[src/hdl/cfg_field_pkg.sv]
// constants and types for the configuration field bank
// What this block does
// - immediate set of line rate takes effect at once; codes 2,3,5,6 valid.
// - filter fields map value ranges to 5, 10, 20 or 50 Hz cutoff.
// - continuous packet field holds the repeatedly sent packet type, variant dependent.
// - orientation bits 0, 3, 6 are X, Y, Z signs; one means negative.
// - orientation bits 2:1 pick sensor axis for user X; code 3 invalid.
// - orientation bits 5:4 pick sensor axis for user Y, rotated; code 3 invalid.
// - orientation bits 8:7 pick sensor axis for user Z; bits 15:9 reserved.
// - only the 24 listed orientation values accepted; others nak, no change.
// - default orientation is minus first, minus second, plus third axis.
// - switch bit 0 one selects free inertial integration for 60 seconds.
// - switch bit 4 one restarts the system after a sensor over-range.
// - switch bit 5 zero static high gain; one dynamic nominal gain.
// - alarm fields 0x0029 to 0x0031; roll limits accept -25 to +25 degrees.
// - power-up loads stored values; set changes working, write changes stored.
package cfg_field_pkg;
   localparam logic [15:0] FLD_RATE_DIV   = 16'h0001;
   localparam logic [15:0] FLD_LINE_RATE  = 16'h0002;
   localparam logic [15:0] FLD_PKT_SEL    = 16'h0003;
   localparam logic [15:0] FLD_UNUSED     = 16'h0004;
   localparam logic [15:0] FLD_RATE_FILT  = 16'h0005;
   localparam logic [15:0] FLD_ACC_FILT   = 16'h0006;
   localparam logic [15:0] FLD_ORIENT     = 16'h0007;
   localparam logic [15:0] FLD_SWITCHES   = 16'h0008;
   localparam logic [15:0] FLD_ALARM_LO   = 16'h0029;
   localparam logic [15:0] FLD_ALARM_HI   = 16'h0031;
   localparam logic [15:0] FLD_ROLL_UP    = 16'h0029;
   localparam logic [15:0] FLD_ROLL_DN    = 16'h002A;
   localparam int          NUM_SLOTS      = 18;
   localparam logic [15:0] ORIENT_RST     = 16'h0009;
   localparam logic [15:0] FILT_5HZ_MIN   = 16'h1BE6;  // 7142
   localparam logic [15:0] FILT_10HZ_MIN  = 16'h0DF3;  // 3571
   localparam logic [15:0] FILT_20HZ_MIN  = 16'h05FA;  // 1530
   localparam logic [15:0] ROLL_MAX       = 16'h0019;  // +25 deg
   localparam logic [15:0] ROLL_MIN       = 16'hFFE7;  // -25 deg
   localparam int          SW_FREE_BIT    = 0;
   localparam int          SW_RESTART_BIT = 4;
   localparam int          SW_DYNAMIC_BIT = 5;
   localparam int          FREE_TIME_S    = 60;
   localparam int          CLK_HZ         = 50_000_000;
   localparam longint      FREE_CYCLES    = longint'(FREE_TIME_S) * CLK_HZ;

   typedef enum logic [1:0] {
      CUT_50HZ = 2'b00,
      CUT_20HZ = 2'b01,
      CUT_10HZ = 2'b11,
      CUT_5HZ  = 2'b10
   } cutoff_e;

   typedef enum logic [1:0] {
      AX_ONE   = 2'd0,
      AX_TWO   = 2'd1,
      AX_THREE = 2'd2,
      AX_NONE  = 2'd3
   } sensor_axis_e;

   typedef struct packed {
      logic        valid;
      logic        persistent;
      logic [15:0] field_id;
      logic [15:0] data;
   } field_req_s;

   typedef struct packed {
      logic        valid;
      logic        ack;
      logic [15:0] field_id;
      logic [15:0] data;
   } field_rsp_s;

   typedef struct packed {
      logic         x_neg;
      sensor_axis_e x_src;
      logic         y_neg;
      sensor_axis_e y_src;
      logic         z_neg;
      sensor_axis_e z_src;
   } axis_map_s;
endpackage

[src/hdl/sensor_config_field_bank.sv]
// configuration field bank: validation, working and stored copies, decode
`timescale 1ns/100ps
`default_nettype none
module sensor_config_field_bank
   import cfg_field_pkg::*;
#(
   parameter longint FREE_RUN_CYCLES = FREE_CYCLES
) (
   // clock and reset
   input  wire logic         clk,
   input  wire logic         rst_b,
   // power-up load from nonvolatile storage
   input  wire logic         load_valid,
   input  wire logic [15:0]  load_field_id,
   input  wire logic [15:0]  load_data,
   // command side
   input  wire field_req_s   set_req,
   input  wire logic         read_req,
   input  wire logic         read_stored,
   input  wire logic [15:0]  read_field_id,
   output field_rsp_s        rsp,
   // persistent write toward storage
   output logic              store_valid,
   output logic [15:0]       store_field_id,
   output logic [15:0]       store_data,
   // packet type acceptance from product variant
   input  wire logic         pkt_type_ok,
   // algorithm events
   input  wire logic         over_range,
   // decoded configuration
   output logic [15:0]       rate_divider,
   output logic [2:0]        line_rate_code,
   output logic              line_rate_change,
   output logic [15:0]       packet_select,
   output cutoff_e           rate_filter_setting,
   output cutoff_e           accel_filter_setting,
   output axis_map_s         axis_map,
   output logic              free_integrate,
   output logic              restart_req,
   output logic              high_gain,
   output logic [15:0]       roll_upper,
   output logic [15:0]       roll_lower
);
   localparam int          CNT_W      = 32;
   localparam logic [4:0]  ROLL_UP_SLOT = 5'd9 + 5'(FLD_ROLL_UP - FLD_ALARM_LO);
   localparam logic [4:0]  ROLL_DN_SLOT = 5'd9 + 5'(FLD_ROLL_DN - FLD_ALARM_LO);
   localparam logic [CNT_W-1:0] FREE_LAST = CNT_W'(FREE_RUN_CYCLES - 1);

   // slot 1..8 basic fields, 9..17 alarm fields 0x29..0x31; slot 0 never used
   logic [15:0] work_reg  [NUM_SLOTS];
   logic [15:0] store_reg [NUM_SLOTS];

   function automatic logic [4:0] slot_of(input logic [15:0] id);
      if (id >= FLD_RATE_DIV && id <= FLD_SWITCHES)
         return id[4:0];
      else if (id >= FLD_ALARM_LO && id <= FLD_ALARM_HI)
         return 5'(id - FLD_ALARM_LO) + 5'd9;
      else
         return 5'h1F;
   endfunction

   function automatic logic orient_ok(input logic [15:0] v);
      unique case (v)
         16'h0000, 16'h0009, 16'h0023, 16'h002A, 16'h0041, 16'h0048,
         16'h0062, 16'h006B, 16'h0085, 16'h008C, 16'h0092, 16'h009B,
         16'h00C4, 16'h00CD, 16'h00D3, 16'h00DA, 16'h0111, 16'h0118,
         16'h0124, 16'h012D, 16'h0150, 16'h0159, 16'h0165, 16'h016C:
            return 1'b1;
         default:
            return 1'b0;
      endcase
   endfunction

   function automatic cutoff_e cutoff_of(input logic [15:0] v);
      if (v >= FILT_5HZ_MIN)       return CUT_5HZ;
      else if (v >= FILT_10HZ_MIN) return CUT_10HZ;
      else if (v >= FILT_20HZ_MIN) return CUT_20HZ;
      else                         return CUT_50HZ;
   endfunction

   // signed window check; alarm fields other than roll limits take any value
   function automatic logic value_ok(input logic [15:0] id, input logic [15:0] v,
                                     input logic pkt_ok);
      unique case (id)
         FLD_RATE_DIV:
            return v inside {16'd0, 16'd1, 16'd2, 16'd4, 16'd5, 16'd10, 16'd20,
                             16'd25, 16'd50};
         FLD_LINE_RATE:
            return v inside {16'd2, 16'd3, 16'd5, 16'd6};
         FLD_PKT_SEL:   return pkt_ok;
         FLD_UNUSED:    return 1'b0;
         FLD_ORIENT:    return orient_ok(v);
         FLD_ROLL_UP, FLD_ROLL_DN:
            return $signed(v) <= $signed(ROLL_MAX)
                && $signed(v) >= $signed(ROLL_MIN);
         default:       return 1'b1;
      endcase
   endfunction

   // request decode
   wire logic [4:0]  req_slot   = slot_of(set_req.field_id);
   wire logic        req_mapped = (req_slot != 5'h1F);
   wire logic        req_ok     = set_req.valid && req_mapped
                                  && value_ok(set_req.field_id, set_req.data, pkt_type_ok);
   wire logic        do_set     = req_ok && !set_req.persistent;
   wire logic        do_write   = req_ok && set_req.persistent;
   wire logic [4:0]  ld_slot    = slot_of(load_field_id);
   wire logic        do_load    = load_valid && ld_slot != 5'h1F;
   wire logic [4:0]  rd_slot    = slot_of(read_field_id);
   wire logic        rd_mapped  = rd_slot != 5'h1F && read_field_id != FLD_UNUSED;
   wire logic [15:0] rd_value   = !rd_mapped ? 16'h0000 :
                                  read_stored ? store_reg[rd_slot]
                                              : work_reg[rd_slot];

   wire logic [15:0] orient_w = work_reg[FLD_ORIENT[3:0]];
   wire logic [15:0] sw_w     = work_reg[FLD_SWITCHES[3:0]];
   wire logic        sw_free  = sw_w[SW_FREE_BIT];

   logic [CNT_W-1:0] free_cnt_reg;
   logic             free_run_reg;
   logic             free_arm_reg;

   wire logic             free_tick_end = (free_cnt_reg == FREE_LAST);
   wire logic             free_start    = sw_free && !free_arm_reg;
   // clearing the switch ends the run early
   wire logic             free_stop     = free_tick_end || !sw_free;
   wire logic             free_run_next = free_start || (free_run_reg && !free_stop);
   wire logic [CNT_W-1:0] free_cnt_next = free_start   ? '0 :
                                          free_run_reg ? free_cnt_reg + CNT_W'(1)
                                                       : free_cnt_reg;

   // storage arrays; power-up load writes both copies
   generate
      for (genvar i = 0; i < NUM_SLOTS; i++) begin : g_slot
         always_ff @(posedge clk or negedge rst_b) begin
            if (!rst_b) begin
               work_reg[i]  <= (i == int'(FLD_ORIENT)) ? ORIENT_RST : 16'h0000;
               store_reg[i] <= (i == int'(FLD_ORIENT)) ? ORIENT_RST : 16'h0000;
            end else if (do_load && ld_slot == 5'(i)) begin
               work_reg[i]  <= load_data;
               store_reg[i] <= load_data;
            end else begin
               if (do_set && req_slot == 5'(i))
                  work_reg[i] <= set_req.data;
               if (do_write && req_slot == 5'(i))
                  store_reg[i] <= set_req.data;
            end
         end
      end
   endgenerate

   // free integration window: rising edge of switch starts a fixed run
   always_ff @(posedge clk or negedge rst_b) begin
      if (!rst_b) begin
         free_arm_reg <= 1'b0;
      end else begin
         free_arm_reg <= sw_free;
      end
   end

   always_ff @(posedge clk or negedge rst_b) begin
      if (!rst_b) begin
         free_run_reg <= 1'b0;
      end else begin
         free_run_reg <= free_run_next;
      end
   end

   always_ff @(posedge clk or negedge rst_b) begin
      if (!rst_b) begin
         free_cnt_reg <= '0;
      end else begin
         free_cnt_reg <= free_cnt_next;
      end
   end

   // next values of the registered outputs
   wire field_rsp_s rsp_next = '{
      valid:    set_req.valid || read_req,
      ack:      set_req.valid ? req_ok : rd_mapped,
      field_id: set_req.valid ? set_req.field_id : read_field_id,
      data:     set_req.valid ? set_req.data : rd_value
   };
   wire logic        store_valid_next          = do_write;
   wire logic [15:0] store_field_id_next       = set_req.field_id;
   wire logic [15:0] store_data_next           = set_req.data;
   // strobe comes out in the same cycle as the answer; line_rate_code follows one cycle later
   wire logic        line_rate_change_next     = do_set
                                                 && set_req.field_id == FLD_LINE_RATE;
   wire logic [2:0]  line_rate_code_next       = work_reg[FLD_LINE_RATE[4:0]][2:0];
   wire logic        restart_req_next          = over_range && sw_w[SW_RESTART_BIT];
   wire logic        free_integrate_next       = free_run_reg;
   wire logic        high_gain_next            = !sw_w[SW_DYNAMIC_BIT];
   wire logic [15:0] rate_divider_next         = work_reg[FLD_RATE_DIV[4:0]];
   wire logic [15:0] packet_select_next        = work_reg[FLD_PKT_SEL[4:0]];
   wire cutoff_e     rate_filter_setting_next  = cutoff_of(work_reg[FLD_RATE_FILT[4:0]]);
   wire cutoff_e     accel_filter_setting_next = cutoff_of(work_reg[FLD_ACC_FILT[4:0]]);
   wire logic [15:0] roll_upper_next           = work_reg[ROLL_UP_SLOT];
   wire logic [15:0] roll_lower_next           = work_reg[ROLL_DN_SLOT];

   wire axis_map_s axis_map_next = '{
      x_neg: orient_w[0],
      x_src: sensor_axis_e'(orient_w[2:1]),
      y_neg: orient_w[3],
      // y and z codes are rotated so code 0 means the same-named axis
      y_src: sensor_axis_e'(rot(orient_w[5:4], 2'd1)),
      z_neg: orient_w[6],
      z_src: sensor_axis_e'(rot(orient_w[8:7], 2'd2))
   };

   // one short flop per output keeps every output straight from a register
   always_ff @(posedge clk or negedge rst_b) begin
      if (!rst_b) begin
         rsp <= '0;
      end else begin
         rsp <= rsp_next;
      end
   end

   always_ff @(posedge clk or negedge rst_b) begin
      if (!rst_b) begin
         store_valid <= 1'b0;
      end else begin
         store_valid <= store_valid_next;
      end
   end

   always_ff @(posedge clk or negedge rst_b) begin
      if (!rst_b) begin
         store_field_id <= 16'h0000;
      end else begin
         store_field_id <= store_field_id_next;
      end
   end

   always_ff @(posedge clk or negedge rst_b) begin
      if (!rst_b) begin
         store_data <= 16'h0000;
      end else begin
         store_data <= store_data_next;
      end
   end

   always_ff @(posedge clk or negedge rst_b) begin
      if (!rst_b) begin
         line_rate_change <= 1'b0;
      end else begin
         line_rate_change <= line_rate_change_next;
      end
   end

   always_ff @(posedge clk or negedge rst_b) begin
      if (!rst_b) begin
         line_rate_code <= 3'h0;
      end else begin
         line_rate_code <= line_rate_code_next;
      end
   end

   always_ff @(posedge clk or negedge rst_b) begin
      if (!rst_b) begin
         restart_req <= 1'b0;
      end else begin
         restart_req <= restart_req_next;
      end
   end

   always_ff @(posedge clk or negedge rst_b) begin
      if (!rst_b) begin
         free_integrate <= 1'b0;
      end else begin
         free_integrate <= free_integrate_next;
      end
   end

   // reset level matches the cleared switch field: static, high gain
   always_ff @(posedge clk or negedge rst_b) begin
      if (!rst_b) begin
         high_gain <= 1'b1;
      end else begin
         high_gain <= high_gain_next;
      end
   end

   always_ff @(posedge clk or negedge rst_b) begin
      if (!rst_b) begin
         rate_divider <= 16'h0000;
      end else begin
         rate_divider <= rate_divider_next;
      end
   end

   always_ff @(posedge clk or negedge rst_b) begin
      if (!rst_b) begin
         packet_select <= 16'h0000;
      end else begin
         packet_select <= packet_select_next;
      end
   end

   always_ff @(posedge clk or negedge rst_b) begin
      if (!rst_b) begin
         rate_filter_setting <= CUT_50HZ;
      end else begin
         rate_filter_setting <= rate_filter_setting_next;
      end
   end

   always_ff @(posedge clk or negedge rst_b) begin
      if (!rst_b) begin
         accel_filter_setting <= CUT_50HZ;
      end else begin
         accel_filter_setting <= accel_filter_setting_next;
      end
   end

   always_ff @(posedge clk or negedge rst_b) begin
      if (!rst_b) begin
         axis_map <= '0;
      end else begin
         axis_map <= axis_map_next;
      end
   end

   always_ff @(posedge clk or negedge rst_b) begin
      if (!rst_b) begin
         roll_upper <= 16'h0000;
      end else begin
         roll_upper <= roll_upper_next;
      end
   end

   always_ff @(posedge clk or negedge rst_b) begin
      if (!rst_b) begin
         roll_lower <= 16'h0000;
      end else begin
         roll_lower <= roll_lower_next;
      end
   end

   function automatic logic [1:0] rot(input logic [1:0] code, input logic [1:0] base);
      logic [2:0] s;
      s = 3'(code) + 3'(base);
      if (code == 2'd3)
         return 2'd3;  // invalid code stored only by a power-up load; set and write reject it
      return (s >= 3'd3) ? 2'(s - 3'd3) : s[1:0];
   endfunction
endmodule
`default_nettype wire

[config.mk]
export PLATFORM = sky130hd
export DESIGN_NAME = sensor_config_field_bank
export DESIGN_NICKNAME = d
export VERILOG_FILES = /design/src/hdl/cfg_field_pkg.sv /design/src/hdl/sensor_config_field_bank.sv
export SDC_FILE = /design/constraint.sdc
export NUM_CORES = 1
export LEC_CHECK = 0
export BUFFER_PORTS_ARGS = -buffer_cell sky130_fd_sc_hd__buf_2
export CELL_PAD_IN_SITES_DETAIL_PLACEMENT = 1
export CELL_PAD_IN_SITES_GLOBAL_PLACEMENT = 2
export CORE_MARGIN = 3
export CORE_UTILIZATION = 37
export CTS_CLUSTER_DIAMETER = 60
export DETAILED_ROUTE_END_ITERATION = 8
export PLACE_DENSITY_LB_ADDON = 0.08
export SKIP_CTS_REPAIR_TIMING = 1
export SLEW_MARGIN = 15
export SYNTH_ARGS = -nofsm -noshare
export SYNTH_HDL_FRONTEND = slang
export SYNTH_SLANG_ARGS = --single-unit
[constraint.sdc]
create_clock -name clk -period 2.03 [get_ports clk]
set_input_delay 0.203 -clock clk [delete_from_list [all_inputs] [get_ports clk]]
set_output_delay 0.203 -clock clk [all_outputs]
set_load 0.02 [all_outputs]
==> flow_metrics.tcl, run 1 <==
set metrics [dict create \
    pin_count 240 \
    syn_inst 3415 \
    tns_ns -60.73 \
    synth_top_area_frac 0.5072 \
    drc 0 \
    final_cells 5466 \
    first_pass_iters 5 \
    dp.final_hpwl_mm 122.2 \
    peakVddDrop_mv 0.5763 \
    p_per_area_mw_per_mm2 690.7 \
    netlist_top_cells_count "756 x dfrtp_1, 524 x mux2i_1, 339 x inv_1" \
    finalHoldViolations 0 \
    relSlewSlack 0.3438 \
    wl_mm 180.5 \
    r2r_setup_slack_ns -0.22 \
    r2r_start "store_reg[256]$_DFFE_PN0P_" \
    clock_sinks 761 \
    globalplace.congestion 0.9224 \
    finalSetupViolCount 479 \
    largest_register_ff_count 288 \
    hold_depth 3 \
    yosysTopAreaCell "dfrtp_1" \
    die-width_um 323.5 \
    start_util 0.3762 \
    syn2layout_area_growth_pct 40.15 \
    violations "negative setup slack" \
    crit_end "rsp[6]$_DFF_PN0_" \
    crit_path_end_kind "register" \
    cts.htree.levels 3 \
    fin_crit_ns 2.385 \
    setup.worst_path.start "read_field_id[5]" \
    grt_max_degree 92 \
    netlist_top_cells_area "dfrtp_1 51%, mux2i_1 14%, mux4_2 3.6%" \
    ant_nets 0 \
    cp-start-kind "primary input" \
    whs_ns 0.03524 \
    wl_per_cell_um 33.03 \
    via_per_inst 5.985 \
    grt_overflow 0 \
    placed_area_mm2 0.04435 \
    max_freq_mhz 419.3 \
    rsz0062_at_grt "yes" \
    path_max_fanout 8 \
    antenna_found_initial 5 \
    fin_nets 4191 \
    yosys.cell_types.count 85 \
    grt_pass1_vias 33400 \
    rr_worst_depth 6 \
    num_rows 115 \
    grt_pass1_wl_mm 241.8 \
    port_buffers 239 \
    status "finished, violations left" \
    vias 32710 \
    synth_ff_type "dfrtp_1" \
    regToRegEndpoint "rsp[0]$_DFF_PN0_" \
    ys_warn_count 0 \
    finalCritPeriodShare 1.175 \
    ys_seq_area_frac 0.5107 \
    synth.avg_cell_area_um2 10.92 \
    die_height_um 323.5 \
    stdcell_area_mm2 0.05227 \
    arrival_ns 2.94 \
    cp.required_ns 2.59 \
    clk_pin_slew_ns 0.06 \
    synthesis.area_mm2 0.03730 \
    core_area_mm2 0.09914 \
    place_ws_ns -1.153 \
    slew_viol_final 0 \
    max_cap_violations 0 \
    synth_nets 3509 \
    grt_usage 0.3196 \
    synthArstFlopShare 1.000 \
    cts_tree "yes" \
    total_leakage_power_nw 26.79 \
    worst_pin_slew_ns 0.9843 \
    drt_iter0_markers 3359 \
    cts_made_buffers 96 \
    layout-drive-gt1-share 0.3563 \
    synth-edff-count 0 \
    ys_ff_latch 761 \
    clk_path_buf_depth 3 \
    place_inst 5149 \
    hold_path_class "in2reg" \
    skew_ns 0.02155 \
    worst_slack_ns -0.3551 \
    clockRootBuffer "clkbuf_16" \
    yosys.cell_count.top_type "dfrtp_1" \
    criticalPathCategory "in2reg" \
    clock_latency_ns 0.69 \
    die_area_mm2 0.1047 \
]
-- area by class of cell --
cell class | instances | area, um^2
Clock buffer | 138 | 2864
Multi-Input combinational cell | 1994 | 18450
Tap cell | 1287 | 1610
Timing Repair Buffer | 904 | 8651
Sequential cell | 761 | 19050
Clock inverter | 39 | 366.6
Fill cell | 10180 | 46860
Antenna cell | 3 | 7.507
Inverter | 340 | 1276
-- per-layer routing --
metal / up-vias / part of all wire / GRT usage
met3: 285 / 0.075 / 0.06301
met5: - / 0 / 0
met2: 1369 / 0.45 / 0.4891
met1: 17410 / 0.44 / 0.4563
li1: 13650 / - / -
met4: 0 / 0.038 / 0.1034
-- worst min-delay path by stage --
| stage | startpoint | endpoint |
|---|---|---|
| floorplan | rst_b | accel_filter_setting[0]$_DFF_PN0_ |
| global placement | rst_b | rate_divider[12]$_DFF_PN0_ |
| detailed placement | rst_b | rate_divider[12]$_DFF_PN0_ |
| CTS | rst_b | rate_divider[12]$_DFF_PN0_ |
| global route | set_req[14] | store_data[14]$_DFF_PN0_ |
| finish | load_data[8] | packet_select_next[8]$_DFFE_PN0P_ |
-- metrics by stage --
step | utilization | power, mW
floorplan | - | 16.68
global placement | 0.4474 | 18.41
detailed placement | 0.4474 | 18.49
CTS | 0.4800 | 35.98
global route | 0.5272 | 37.26
finish | 0.5273 | 36.11
-- cells by family after synthesis --
logic type	Yosys count	synth area share
AO/OA/AOI/OAI	671	0.1281
XOR/XNOR	34	0.008353
adder cells (fa/ha/maj)	5	0.001677
buffers and inverters	663	0.06988
flip-flops	761	0.5107
multiplexers	630	0.1907
AND/OR/NAND/NOR	651	0.09047
-- cell usage in the layout, fill, tap and decap left out, drive strengths merged, types with 55 or more instances in the layout --
cell | Yosys | layout
a21oi | 62 | 62
a31oi | 105 | 105
and2 | 55 | 55
buf | 91 | 834
clkbuf | 232 | 170
dfrtp | 756 | 756
inv | 340 | 349
mux2i | 524 | 524
mux4 | 60 | 60
nand2 | 92 | 92
nand4 | 109 | 109
nor2 | 175 | 175
nor3 | 58 | 58
o21ai | 163 | 163
-- power by group --
| group | internal, mW | switching [mW] | total, mW |
|---|---|---|---|
| clock | 10.3 | 7.13 | 17.5 |
| sequential | 15.3 | 0.0790 | 15.4 |
| combinational | 1.11 | 2.12 | 3.24 |
| total | 26.8 | 9.33 | 36.1 |
-- critical path, stage by stage --
cell and delay, ns:
buf_8 0.11, or4_4 0.57, o22a_4 0.29, buf_8 0.14, a211oi_4 0.25, buf_4 0.22
clkbuf_16 0.19, o2111ai_1 0.28, a22o_1 0.31, or3_1 0.37
No activity file was read; power rests on OpenSTA's default activity.
==> run 2, diff against run 1 <==
--- a/config.mk
+++ b/config.mk
@@ -9,7 +9,7 @@
 export CELL_PAD_IN_SITES_DETAIL_PLACEMENT = 1
 export CELL_PAD_IN_SITES_GLOBAL_PLACEMENT = 2
 export CORE_MARGIN = 3
-export CORE_UTILIZATION = 37
+export CORE_UTILIZATION = 30
 export CTS_CLUSTER_DIAMETER = 60
 export DETAILED_ROUTE_END_ITERATION = 8
 export PLACE_DENSITY_LB_ADDON = 0.08
==> flow_metrics.tcl, run 2 (synthesized netlist as in run 1, its figures left out) <==
set metrics [dict create \
    rsz0062_at_grt "yes" \
    pin_count 240 \
    cp.required_ns 2.60 \
    finalCritPeriodShare 1.205 \
    drc 0 \
    met3_length_mm 10.64 \
    hold_path_class "in2async" \
    cts_made_buffers 103 \
    die_height_um 358.6 \
    power.share.switching 0.2615 \
    p_per_area_mw_per_mm2 718.9 \
    fin_nets 4199 \
    finalSetupViolCount 507 \
    tns_ns -93.97 \
    clock_sinks 761 \
    seq_power_share 0.409 \
    syn2layout_area_growth_pct 40.35 \
    layout-drive-gt1-share 0.3481 \
    arrival_ns 3.02 \
    top_layer "met4" \
    wl_per_cell_um 32.01 \
    final_common_cell "dfrtp_1" \
    cts.htree.levels 3 \
    peakVddDrop_mv 0.6359 \
    total_leakage_power_nw 26.85 \
    grt_pass1_wl_mm 252.5 \
    fin_crit_ns 2.446 \
    fillers 13080 \
    clk_path_buf_depth 3 \
    clock_latency_ns 0.69 \
    dr_wl_met2_mm 83.32 \
    whs_ns 0.02135 \
    die_area_mm2 0.1286 \
    port_buffers 239 \
    cts_tree "yes" \
    place_ws_ns -1.528 \
    power.total_mw 37.63 \
    largest_register_ff_count 288 \
    crit_path_end_kind "register" \
    skew_ns 0.01992 \
    antenna_found_initial 7 \
    met1_length_mm 87.00 \
    max_freq_mhz 408.9 \
    grt_usage 0.2733 \
    violations "negative setup slack" \
    cp-start-kind "primary input" \
    vias 32150 \
    via_per_inst 5.526 \
    wl_mm 186.2 \
    layout_common_cells "756 x dfrtp_1, 446 x buf_4, 435 x mux2i_1" \
    dp.final_hpwl_mm 129.7 \
    place_inst 5523 \
    internal_power_mw 27.79 \
    ant_nets 0 \
    first_pass_iters 5 \
    globalplace.congestion 0.9158 \
    combPwrFrac 0.087 \
    num_rows 128 \
    die-width_um 358.6 \
    p_sw_mw 9.843 \
    clk_pin_slew_ns 0.06 \
    final_cells 5818 \
    clockRootBuffer "clkbuf_16" \
    status "finished, violations left" \
    slew_viol_final 0 \
    worst_pin_slew_ns 1.442 \
    criticalPathCategory "in2reg" \
    grt_max_degree 88 \
    pwr-share-clk 0.504 \
    finalHoldViolations 0 \
    drt_iter0_markers 2563 \
    max_cap_violations 0 \
    path_max_fanout 12 \
    start_util 0.3040 \
    relSlewSlack 0.03631 \
    core_area_mm2 0.1227 \
    worst_slack_ns -0.4156 \
    grt_overflow 0 \
    grt_pass1_vias 33640 \
]
==> run 2: cell count changes in the layout (fill, tap and decap cells not counted), moves of 5 or more <==
cell / delta
mux2i_1: +41
mux2i_4: -28
buf_4: +19
and2_1: -13
and2_4: +13
mux2i_2: -13
clkbuf_8: -10
buf_6: -9
a21oi_1: +7
a21oi_2: -7
bufinv_16: +7
clkinvlp_4: +6
o21ai_0: +6
clkinv_4: +5
==> run 2: critical path: stages <==
cell and delay [ns]:
buf_8 0.10, or4_4 0.56, buf_6 0.15, o22ai_4 0.17, o211ai_1 0.11, buf_4 0.18
clkbuf_16 0.20, mux4_2 0.59, nor2_2 0.12, nor4_1 0.06, buf_4 0.17, or3b_4 0.37
==> run 2: power by group through the flow <==
stage          registers (mW)  logic (mW)  clock network [mW]
4_1_cts                  15.4        2.95                19.3
5_1_grt                  15.4        3.45                20.1
3_3_place_gp             15.7        2.89                   0
2_1_floorplan            15.8       0.914                   0
3_5_place_dp             15.7        2.94                   0
6_report                 15.4        3.27                19.0
==> run 2: layer usage <==
metal | GRT usage | up-vias
li1 | - | 13670
met1 | 0.4026 | 17220
met2 | 0.4169 | 1051
met3 | 0.03571 | 220
met4 | 0.08290 | 0
met5 | 0 | -
==> run 2: cell type report <==
cell class                 count  area (um^2)  area share
inverter                     340         1276     0.02438
multi-input combinational   1994        17970      0.3432
clock buffer                 131         2823     0.05392
timing repair buffer         905         8459      0.1616
sequential                   761        19050      0.3639
antenna                        2        5.005  0.00009561
tap                         1625         2033     0.03884
clock inverter                60        733.2     0.01401
==> run 2: through the flow <==
step | area (um^2) | util
floorplan | 37740 | -
CTS | 48680 | 0.3968
detailed placement | 45120 | 0.3678
global route | 52340 | 0.4267
global placement | 45120 | 0.3678
finish | 52350 | 0.4267
==> run 2: path summary, 6_finish.rpt <==
check,start,to,slack [ns],cells past startpoint
max,read_field_id[0],rsp[8]$_DFF_PN0_,-0.42,12
max reg2reg,work_reg[204]$_DFFE_PN0P_,rsp[12]$_DFF_PN0_,-0.35,7
min,rst_b,rate_divider_next[11]$_DFFE_PN0P_,0.02,2
max in group asynchronous,rst_b,work_reg[92]$_DFFE_PN0P_,0.91,4
min in group clk,set_req[12],store_data[12]$_DFF_PN0_,0.02,2
min reg2reg,store_reg[273]$_DFFE_PN0P_,store_reg[273]$_DFFE_PN0P_,0.37,0
